File: src/design/dcis_map.svh
`ifndef DCIS_MAP_SVH
`define DCIS_MAP_SVH

// ----------------------------------------------------------------
// register offsets inside the board i/o region
// ----------------------------------------------------------------
`define DCIS_ADDR_W 5
`define DCIS_OFS_CTR_LOW 5'h10
`define DCIS_OFS_CTR_HIGH 5'h11
`define DCIS_OFS_CTR_MODE 5'h13
`define DCIS_OFS_PORT_EN 5'h14
`define DCIS_OFS_CTR_IRQ 5'h15

// ----------------------------------------------------------------
// field positions
// ----------------------------------------------------------------
`define DCIS_CW_SEL 7:6
`define DCIS_CW_RW 5:4
`define DCIS_CW_MODE 3:1
`define DCIS_CTL_MASTER 2
`define DCIS_CTL_CTR_EN 1
`define DCIS_CTL_SRC 0
`define DCIS_CTL_W 3
`define DCIS_SEL_CTR_LOW 2'h0
`define DCIS_SEL_CTR_HIGH 2'h1

// ----------------------------------------------------------------
// reset values and timing
// ----------------------------------------------------------------
`define DCIS_BYTE_RESET 8'h00
`define DCIS_CTL_RESET 3'h0
`define DCIS_CLK_HZ 50_000_000
`define DCIS_XTAL_HZ 16_000_000
`define DCIS_XTAL_DIV 8
`define DCIS_CNT_W 16
`define DCIS_BYTE_W 8
`define DCIS_GROUPS 4

`endif

File: src/design/dcis_pkg.sv
package dcis_pkg;
    // counter operating modes, after folding the two alias codes
    typedef enum logic [2:0] {
        DCIS_M_TERM = 3'b000,
        DCIS_M_ONESHOT = 3'b001,
        DCIS_M_RATE = 3'b010,
        DCIS_M_SQUARE = 3'b011,
        DCIS_M_SWSTB = 3'b100,
        DCIS_M_HWSTB = 3'b101
    } dcis_mode_e;

    // byte access order of a counter data register
    typedef enum logic [1:0] {
        DCIS_RW_LATCH = 2'b00,
        DCIS_RW_LSB = 2'b01,
        DCIS_RW_MSB = 2'b10,
        DCIS_RW_BOTH = 2'b11
    } dcis_rw_e;
endpackage

File: src/design/dcis_tick.sv
`timescale 1ns/1ps
`include "dcis_map.svh"

module dcis_tick #(
    parameter int PERIOD = 25
) (
    input wire logic clock,
    input wire logic rstn,
    output logic tick
);
    localparam int W = (PERIOD > 1) ? $clog2(PERIOD) : 1;
    localparam logic [W-1:0] LAST = W'(PERIOD - 1);

    if (PERIOD < 1) begin : g_bad_period
        $error("dcis_tick period must be at least one cycle");
    end

    logic [W-1:0] cnt_reg;
    logic tick_reg;
    wire logic at_last = (cnt_reg == LAST);

    // free running divider, one pulse per period
    always_ff @(posedge clock) begin
        if (!rstn) begin
            cnt_reg <= '0;
            tick_reg <= 1'b0;
        end else begin
            cnt_reg <= at_last ? '0 : cnt_reg + W'(1);
            tick_reg <= at_last;
        end
    end

    assign tick = tick_reg;
endmodule

File: src/design/dcis_counter.sv
`timescale 1ns/1ps
`include "dcis_map.svh"

module dcis_counter #(
    parameter int CNT_W = `DCIS_CNT_W
) (
    input wire logic clock,
    input wire logic rstn,
    input wire logic tick,
    input wire logic mode_stb,
    input wire logic [2:0] mode_in,
    input wire logic load_stb,
    input wire logic [CNT_W-1:0] load_val,
    output logic [CNT_W-1:0] count,
    output logic out
);
    if (CNT_W < 2) begin : g_bad_width
        $error("dcis_counter needs at least two bits");
    end

    dcis_pkg::dcis_mode_e mode_reg;
    logic [CNT_W-1:0] reload_reg;
    logic [CNT_W-1:0] count_reg;
    logic [CNT_W-1:0] count_next;
    logic out_reg;
    logic out_next;
    logic pend_reg;
    logic armed_reg;
    logic done_reg;
    logic done_next;

    wire logic is_one = (count_reg == CNT_W'(1));
    wire logic is_two = (count_reg == CNT_W'(2));
    wire logic is_term = (mode_in == dcis_pkg::DCIS_M_TERM);

    // next count and output per mode; zero counts as full range
    always_comb begin
        count_next = count_reg - CNT_W'(1);
        out_next = out_reg;
        done_next = done_reg;
        unique case (mode_reg)
            dcis_pkg::DCIS_M_TERM,
            dcis_pkg::DCIS_M_ONESHOT: begin
                if (is_one) begin
                    out_next = 1'b1;
                end
            end
            dcis_pkg::DCIS_M_RATE: begin
                out_next = !is_two;
                if (is_one) begin
                    count_next = reload_reg;
                end
            end
            dcis_pkg::DCIS_M_SQUARE: begin
                count_next = count_reg - CNT_W'(2);
                if (is_one || is_two) begin
                    count_next = reload_reg;
                    out_next = !out_reg;
                end
            end
            dcis_pkg::DCIS_M_SWSTB,
            dcis_pkg::DCIS_M_HWSTB: begin
                // single low strobe at terminal count, then stays high
                out_next = !(is_one && !done_reg);
                done_next = done_reg || is_one;
            end
            default: begin
                out_next = out_reg;
            end
        endcase
    end

    // mode word stops the counter; a new count loads on the next tick
    always_ff @(posedge clock) begin
        if (!rstn) begin
            mode_reg <= dcis_pkg::DCIS_M_TERM;
            reload_reg <= '0;
            count_reg <= '0;
            out_reg <= 1'b0;
            pend_reg <= 1'b0;
            armed_reg <= 1'b0;
            done_reg <= 1'b0;
        end else if (mode_stb) begin
            mode_reg <= dcis_pkg::dcis_mode_e'(mode_in);
            out_reg <= !is_term;
            pend_reg <= 1'b0;
            armed_reg <= 1'b0;
        end else if (load_stb) begin
            reload_reg <= load_val;
            pend_reg <= 1'b1;
            if (mode_reg == dcis_pkg::DCIS_M_TERM) begin
                out_reg <= 1'b0;
            end
        end else if (tick && pend_reg) begin
            count_reg <= reload_reg;
            pend_reg <= 1'b0;
            armed_reg <= 1'b1;
            done_reg <= 1'b0;
        end else if (tick && armed_reg) begin
            count_reg <= count_next;
            out_reg <= out_next;
            done_reg <= done_next;
        end
    end

    assign count = count_reg;
    assign out = out_reg;
endmodule

File: src/design/dcis_top.sv
`timescale 1ns/1ps
`include "dcis_map.svh"

module dcis_top #(
    parameter int CLK_HZ = `DCIS_CLK_HZ,
    parameter int XTAL_HZ = `DCIS_XTAL_HZ,
    parameter int XTAL_DIV = `DCIS_XTAL_DIV
) (
    input wire logic clock,
    input wire logic rstn,
    input wire logic reg_sel,
    input wire logic reg_wr,
    input wire logic reg_rd,
    input wire logic [`DCIS_ADDR_W-1:0] reg_addr,
    input wire logic [`DCIS_BYTE_W-1:0] reg_wdata,
    output logic [`DCIS_BYTE_W-1:0] reg_rdata,
    input wire logic [`DCIS_GROUPS-1:0] port_a_side_request,
    input wire logic [`DCIS_GROUPS-1:0] port_b_side_request,
    input wire logic [`DCIS_GROUPS-1:0] group_handshake_mode,
    input wire logic inta_n_i,
    output logic inta_n_o,
    output logic inta_n_oe
);
    // ----------------------------------------------------------------
    // sizes and elaboration checks
    // ----------------------------------------------------------------
    localparam int BW = `DCIS_BYTE_W;
    localparam int CW = `DCIS_CNT_W;
    localparam int NG = `DCIS_GROUPS;
    localparam int NCTR = 2;
    localparam int CTR_HZ = XTAL_HZ / XTAL_DIV;
    localparam int TICK_CYC = CLK_HZ / CTR_HZ;

    // the prescaled crystal must be at most half the system clock
    if (XTAL_DIV < 1 || CTR_HZ < 1 || TICK_CYC < 2) begin : g_bad_clk
        $error("dcis_top counter clock too fast for system clock");
    end
    if (CW != 2 * BW || 2 * NG != BW) begin : g_bad_width
        $error("dcis_top widths do not fit byte registers");
    end

    // ----------------------------------------------------------------
    // register bus decode
    // ----------------------------------------------------------------
    // the bus is a plain byte port; reads answer one edge later
    wire logic acc_wr = reg_sel && reg_wr;
    wire logic acc_rd = reg_sel && reg_rd && !reg_wr;
    wire logic hit_mode = (reg_addr == `DCIS_OFS_CTR_MODE);
    wire logic hit_port = (reg_addr == `DCIS_OFS_PORT_EN);
    wire logic hit_ctl = (reg_addr == `DCIS_OFS_CTR_IRQ);
    wire logic wr_mode = acc_wr && hit_mode;
    wire logic wr_port = acc_wr && hit_port;
    wire logic wr_ctl = acc_wr && hit_ctl;

    // mode word fields as written
    wire logic [1:0] cw_sel = reg_wdata[`DCIS_CW_SEL];
    wire logic [1:0] cw_rw = reg_wdata[`DCIS_CW_RW];
    wire logic [2:0] cw_mode_raw = reg_wdata[`DCIS_CW_MODE];
    // codes x10 and x11 are aliases of rate and square wave
    wire logic [2:0] cw_mode = cw_mode_raw[1] ?
        {1'b0, cw_mode_raw[1:0]} : cw_mode_raw;

    // ----------------------------------------------------------------
    // control registers
    // ----------------------------------------------------------------
    logic [BW-1:0] port_en_reg;
    logic [`DCIS_CTL_W-1:0] ctl_reg;
    logic [BW-1:0] mode_last_reg;
    logic [BW-1:0] rdata_reg;
    logic irq_reg;
    logic out0_d_reg;

    // software writes; upper control bits are dropped
    always_ff @(posedge clock) begin
        if (!rstn) begin
            port_en_reg <= `DCIS_BYTE_RESET;
            ctl_reg <= `DCIS_CTL_RESET;
            mode_last_reg <= `DCIS_BYTE_RESET;
        end else begin
            if (wr_port) begin
                port_en_reg <= reg_wdata;
            end
            if (wr_ctl) begin
                ctl_reg <= reg_wdata[`DCIS_CTL_W-1:0];
            end
            if (wr_mode) begin
                mode_last_reg <= reg_wdata;
            end
        end
    end

    // ----------------------------------------------------------------
    // counter clocking
    // ----------------------------------------------------------------
    logic [NCTR-1:0] ctr_tick;
    logic [NCTR-1:0] ctr_out;
    logic [CW-1:0] ctr_count [NCTR];
    logic [BW-1:0] ctr_rd_byte [NCTR];
    logic [NCTR-1:0] ctr_rd_hit;

    // crystal over eight, rebuilt as a tick of the system clock
    dcis_tick #(
        .PERIOD(TICK_CYC)
    ) u_tick (
        .clock(clock),
        .rstn(rstn),
        .tick(ctr_tick[0])
    );

    // counter two counts rising edges of counter one's output;
    // gates are permanently active, so there is no gate input
    always_ff @(posedge clock) begin
        if (!rstn) begin
            out0_d_reg <= 1'b0;
        end else begin
            out0_d_reg <= ctr_out[0];
        end
    end
    assign ctr_tick[1] = ctr_out[0] && !out0_d_reg;

    // ----------------------------------------------------------------
    // per counter byte sequencing and count core
    // ----------------------------------------------------------------
    // index 0 is the lower half, index 1 the upper half
    for (genvar g = 0; g < NCTR; g++) begin : g_ctr
        localparam logic [`DCIS_ADDR_W-1:0] OFS = (g == 0) ?
            `DCIS_OFS_CTR_LOW : `DCIS_OFS_CTR_HIGH;
        localparam logic [1:0] SEL = (g == 0) ?
            `DCIS_SEL_CTR_LOW : `DCIS_SEL_CTR_HIGH;

        dcis_pkg::dcis_rw_e rw_reg;
        logic [BW-1:0] low_hold_reg;
        logic wr_hi_reg;
        logic rd_hi_reg;
        logic latch_on_reg;
        logic [CW-1:0] latch_val_reg;

        // a mode word for this counter, or a latch command
        wire logic cw_hit = wr_mode && (cw_sel == SEL);
        wire logic latch_cmd = cw_hit &&
            (cw_rw == dcis_pkg::DCIS_RW_LATCH);
        wire logic mode_cmd = cw_hit && !latch_cmd;
        wire logic data_wr = acc_wr && (reg_addr == OFS);
        wire logic data_rd = acc_rd && (reg_addr == OFS);
        wire logic rw_both = (rw_reg == dcis_pkg::DCIS_RW_BOTH);
        wire logic rw_msb = (rw_reg == dcis_pkg::DCIS_RW_MSB);

        // in two-byte order the first write only parks the low byte
        wire logic load_stb = data_wr && (!rw_both || wr_hi_reg);
        wire logic [CW-1:0] load_val = rw_both ?
            {reg_wdata, low_hold_reg} :
            (rw_msb ? {reg_wdata, `DCIS_BYTE_RESET} :
            {`DCIS_BYTE_RESET, reg_wdata});

        // reads see a latched snapshot when one is held
        wire logic [CW-1:0] rd_src = latch_on_reg ?
            latch_val_reg : ctr_count[g];
        wire logic rd_upper = rw_msb || (rw_both && rd_hi_reg);
        wire logic rd_last = data_rd && (!rw_both || rd_hi_reg);

        assign ctr_rd_byte[g] = rd_upper ?
            rd_src[CW-1:BW] : rd_src[BW-1:0];
        assign ctr_rd_hit[g] = data_rd;

        // a mode word restarts both byte flip-flops; count bytes
        // written before it are lost, hence mode word comes first
        always_ff @(posedge clock) begin
            if (!rstn) begin
                rw_reg <= dcis_pkg::DCIS_RW_BOTH;
                low_hold_reg <= `DCIS_BYTE_RESET;
                wr_hi_reg <= 1'b0;
                rd_hi_reg <= 1'b0;
                latch_on_reg <= 1'b0;
                latch_val_reg <= '0;
            end else if (mode_cmd) begin
                rw_reg <= dcis_pkg::dcis_rw_e'(cw_rw);
                wr_hi_reg <= 1'b0;
                rd_hi_reg <= 1'b0;
                latch_on_reg <= 1'b0;
            end else begin
                if (data_wr) begin
                    low_hold_reg <= reg_wdata;
                    wr_hi_reg <= rw_both && !wr_hi_reg;
                end
                if (data_rd) begin
                    rd_hi_reg <= rw_both && !rd_hi_reg;
                end
                // a second latch command is ignored until read out
                if (latch_cmd && !latch_on_reg) begin
                    latch_on_reg <= 1'b1;
                    latch_val_reg <= ctr_count[g];
                end else if (rd_last) begin
                    latch_on_reg <= 1'b0;
                end
            end
        end

        dcis_counter #(
            .CNT_W(CW)
        ) u_counter (
            .clock(clock),
            .rstn(rstn),
            .tick(ctr_tick[g]),
            .mode_stb(mode_cmd),
            .mode_in(cw_mode),
            .load_stb(load_stb),
            .load_val(load_val),
            .count(ctr_count[g]),
            .out(ctr_out[g])
        );
    end
    // mode words naming the third counter or read-back fall through
    // the select compare above and only update the mode byte read back

    // ----------------------------------------------------------------
    // read back
    // ----------------------------------------------------------------
    wire logic [BW-1:0] ctl_view = {
        {(BW - `DCIS_CTL_W){1'b0}}, ctl_reg};
    wire logic [BW-1:0] rd_mux =
        ctr_rd_hit[0] ? ctr_rd_byte[0] :
        ctr_rd_hit[1] ? ctr_rd_byte[1] :
        hit_mode ? mode_last_reg :
        hit_port ? port_en_reg :
        hit_ctl ? ctl_view :
        `DCIS_BYTE_RESET;

    // the data bus holds the last read until the next read
    always_ff @(posedge clock) begin
        if (!rstn) begin
            rdata_reg <= `DCIS_BYTE_RESET;
        end else if (acc_rd) begin
            rdata_reg <= rd_mux;
        end
    end
    assign reg_rdata = rdata_reg;

    // ----------------------------------------------------------------
    // interrupt combination
    // ----------------------------------------------------------------
    // even enable bits serve the a side, odd bits the b side
    logic [BW-1:0] port_req;
    for (genvar p = 0; p < NG; p++) begin : g_port
        assign port_req[2*p] = port_a_side_request[p] &&
            group_handshake_mode[p];
        assign port_req[2*p+1] = port_b_side_request[p] &&
            group_handshake_mode[p];
    end

    wire logic port_any = |(port_req & port_en_reg);
    // a single select bit makes the two counter sources exclusive
    wire logic ctr_src = ctl_reg[`DCIS_CTL_SRC] ?
        ctr_out[1] : ctr_out[0];
    wire logic ctr_any = ctl_reg[`DCIS_CTL_CTR_EN] && ctr_src;
    wire logic irq_next = ctl_reg[`DCIS_CTL_MASTER] &&
        (port_any || ctr_any);

    // registered so the pin never glitches on decode changes
    always_ff @(posedge clock) begin
        if (!rstn) begin
            irq_reg <= 1'b0;
        end else begin
            irq_reg <= irq_next;
        end
    end

    // open drain: pull low while requesting, release otherwise;
    // the pin level coming back is not needed by this block
    assign inta_n_o = 1'b0;
    assign inta_n_oe = irq_reg;
endmodule

File: config.mk
export PLATFORM = sky130hd
export DESIGN_NAME = dcis_top
export DESIGN_NICKNAME = d
export VERILOG_FILES = /design/src/design/dcis_pkg.sv /design/src/design/dcis_tick.sv /design/src/design/dcis_counter.sv /design/src/design/dcis_top.sv
export VERILOG_INCLUDE_DIRS = /design/src /design/src/design
export SDC_FILE = /design/constraint.sdc
export NUM_CORES = 1
export LEC_CHECK = 0
export BUFFER_PORTS_ARGS = -buffer_cell sky130_fd_sc_hd__buf_2
export CAP_MARGIN = 20
export CORE_MARGIN = 1
export CORE_UTILIZATION = 57
export CTS_CLUSTER_DIAMETER = 150
export DETAILED_ROUTE_END_ITERATION = 10
export PLACE_DENSITY = 0.76
export SLEW_MARGIN = 20
export SYNTH_ARGS = -nofsm -noshare
export SYNTH_HDL_FRONTEND = slang
export SYNTH_HIERARCHICAL = 1
export SYNTH_SLANG_ARGS = --single-unit
export TNS_END_PERCENT = 30
File: constraint.sdc
create_clock -name clock -period 2.75 [get_ports clock]
set_input_delay 0.825 -clock clock [delete_from_list [all_inputs] [get_ports clock]]
set_output_delay 0.825 -clock clock [all_outputs]
set_load 0.02 [all_outputs]
==> results by group <==
Status
  – Status: finished clean

Routing
  – Avg WL per Cell: 19.5 um
  – Vias per inst: 6.47
  – Pre-Repair DR Iteration Count: 5
  – Total wire length: 30,500 um
  – Initial DRC count: 1,065
  – Final antenna-violating net count: 0
  – Drt drc: 0
  – Vias: 10,100

Logic synthesis
  – Yosys warns: 6
  – Synth Register Bits: 171
  – Asr flop ratio synth: 0%
  – Post-synth cell types: 80
  – Post-synth EDFFs: 0
  – Post-synthesis sequential area ratio: 33.3%
  – Ys flop type: dfxtp_1
  – Post-synthesis cell area: 10,300 um^2
  – Post-Syn Area per Cell: 8.05 um^2
  – Post-synthesis cell count: 1,277
  – Syn Nets: 1,326

Critical path
  – CP Launch Type: register
  – Worst-path fanout max: 11
  – CP arrival: 2.75 ns
  – CP peak stage delay: 0.37 ns
  – Worst path top cell family by delay: compound AO/OA/AOI/OAI gates
  – Worst path slowest cell: a221o_1
  – Critical path capture point type: register
  – Crit path buf inv count: 2
  – CP Cell Sequence: inv_1 -> ha_1 -> nor4b_1 -> and4_1 -> o31ai_1 -> buf_4 -> a221o_1 -> a22oi_1 -> a21oi_1
  – Kind of critical path: register to register
  – CP Launch Point: g_ctr[0].u_counter/count[1]
  – WP data required: 3.06 ns
  – Reg2Reg Launch Point: g_ctr[0].u_counter/count[1]

Clocking
  – Clock latency on the worst-skew pair: 0.44 ns
  – Post-CTS Resized: 0
  – Inserted Clock Buffers: 17
  – Hold Buf Count CTS: 0
  – CTS clock-pin slew for the worst setup and hold paths: 0.07 ns
  – CTS tree: done
  – Sink Count: 171
  – CTS H-tree depth: 4
  – Post-CTS setup buffers: 0
  – Root buf cell: clkbuf_16
  – CTS max path bufs: 2

STA
  – Hold violation count in the final report: 0
  – Final Cycle Share: 88.4%
  – Min Clock Period, post-route: 2.43 ns
  – Unrepaired setup endpoints after global routing: no
  – Max Slew Vio Count: 0
  – Worst slew pin tran: 0.905 ns
  – Max Clock Freq: 411 MHz
  – Layout Skew: 0.0110 ns
  – Rel. slew slack: 39.6%
  – Final setup vio count: 0

Hold path
  – Min-delay src: g_ctr[0].u_counter/reload_reg[3]
  – Hold WC Path Type: register to register

Finish
  – Filler Cells Inserted: 1,467
  – Fin util: 67.1%
  – Multi-input logic area: 6310 um^2
  – Layout cells sized above 1: 16.6%
  – Fin cells: 1,567
  – Area Growth Syn to Fin: 14.0%
  – Reg area: 3420 um^2
  – Commonest non-fill, non-tap cell in the layout: dfxtp_1
  – ANT cells: 0
  – Most frequent cells in the layout: dfxtp_1, nor2_1, nand2_1
  – Layout Nets: 1,378

Power
  – Pwr/cell area: 446 nW/um^2
  – Peak VDD IR: 0.443 mV
  – Leak pwr: 0.00450 uW

Floorplanning
  – Starting Density: 58.8%
  – Core footprint: 17,500 um^2
  – Die X: 136 um
  – Die area: 18,600 um^2
  – Row count: 48
  – Die Ht: 136 um
  – I/O Pins: 41

GRT
  – Grt total ovfl: 0
  – Total Routing Usage GR: 33.5%
  – Initial antenna violation count: 0
  – Vias in the first global route: 9,277
  – First-pass GRT wire length: 48,500 um
  – Largest net degree at the start of global routing: 62

Placement
  – Hpwl dp: 21,600 um
  – IO buf count: 38
  – Cell count after placement: 1,535
  – Final RePlAce weighted congestion: 0.961

Job
  – Max Cap Viol: 0
-- Yosys cell counts, types with 5 or more instances --
master / number / area share [%]
dfxtp_1: 171 / 33
nor2_1: 142 / 5.2
nand2_1: 124 / 4.5
mux2i_1: 82 / 8.0
o21ai_0: 76 / 3.7
clkbuf_1: 70 / 2.6
a21oi_1: 60 / 2.9
nand3_1: 58 / 2.8
o211ai_1: 43 / 3.1
a21boi_0: 34 / 2.5
nand2b_1: 32 / 1.9
or3_1: 28 / 1.7
inv_1: 27 / 0.99
a31oi_1: 19 / 1.2
ha_1: 18 / 2.2
nor3_1: 17 / 0.83
a211oi_1: 16 / 1.2
a22oi_1: 16 / 1.2
nor2b_1: 16 / 0.97
buf_2: 15 / 0.73
nor4_1: 13 / 0.79
a221oi_1: 12 / 1.0
nand4_1: 10 / 0.61
nand3b_1: 8 / 0.58
o22ai_1: 7 / 0.43
a22o_1: 6 / 0.51
mux2_2: 6 / 0.66
nor3_2: 6 / 0.58
nor3b_1: 6 / 0.44
o21a_1: 6 / 0.44
o221ai_1: 6 / 0.51
o31ai_1: 6 / 0.44
or2_2: 6 / 0.37
a221o_1: 5 / 0.49
and3_1: 5 / 0.30
buf_4: 5 / 0.37
buf_6: 5 / 0.55
xnor2_1: 5 / 0.43
-- path summary, 6_finish.rpt --
check | endpoint | slack [ns] | cells after the start
worst max-delay path | g_ctr[0].u_counter/count[10] | 0.32 | 9
worst max register to register | g_ctr[0].u_counter/count[10] | 0.32 | 9
worst min-delay path | g_ctr[0].u_counter/reload_reg[3] | 0.47 | 2
worst min register to register | g_ctr[0].u_counter/reload_reg[3] | 0.47 | 2
-- per-stage QoR --
step | setup slack [ns] | setup TNS, ns | hold WS (ns) | total power, uW | area (um^2)
floorplan | -0.138 | -0.592 | 0.424 | 2680 | 10300
global placement | -0.388 | -3.77 | 0.453 | 2790 | 11100
detailed placement | -0.231 | -3.46 | 0.461 | 2790 | 11100
CTS | 0.231 | 0 | 0.472 | 5250 | 11700
global route | 0.158 | 0 | 0.504 | 5390 | 11700
finish | 0.318 | 0 | 0.473 | 5220 | 11700
-- final cells by class --
class	count	area share, %
clock buffer	18	3.75
sequential	171	29.2
tap	225	2.40
multi-input combinational	977	53.8
timing repair buffer	134	8.41
inverter	28	0.897
clock inverter	14	1.52
-- tightest hold or removal path: stages, from the launching register on --
cell and delay [ns]:
dfxtp_1 0.32, nand2_1 0.05, a21boi_0 0.07
-- power breakdown --
group          switching, uW  internal [uW]
clock network           1150           1330
logic                    152           91.0
registers               8.98           2490
-- per-layer routing --
layer | GRT usage [%] | vias to the layer above | wire (um) | share of wire (%)
met5 | 0 | - | 0 | 0
met4 | 13.3 | 0 | 1010 | 3.3
met3 | 6.45 | 73 | 2650 | 8.7
met2 | 50.8 | 517 | 13200 | 43
met1 | 46.5 | 4783 | 13700 | 45
li1 | - | 4760 | - | -
-- kinds of logic after synthesis --
group / count (synthesis) / share of synthesized area (%)
and+or+nand+nor: 508 / 25.8
AOI/OAI and AO/OA: 357 / 23.9
DFF: 171 / 33.3
buffers and inverters: 129 / 5.71
muxes: 88 / 8.64
adders and majority gates: 18 / 2.19
xor gates and xnor gates: 5 / 0.426
other: 1 / 0.0365
Note: power is estimated with default switching activity, not from simulation.
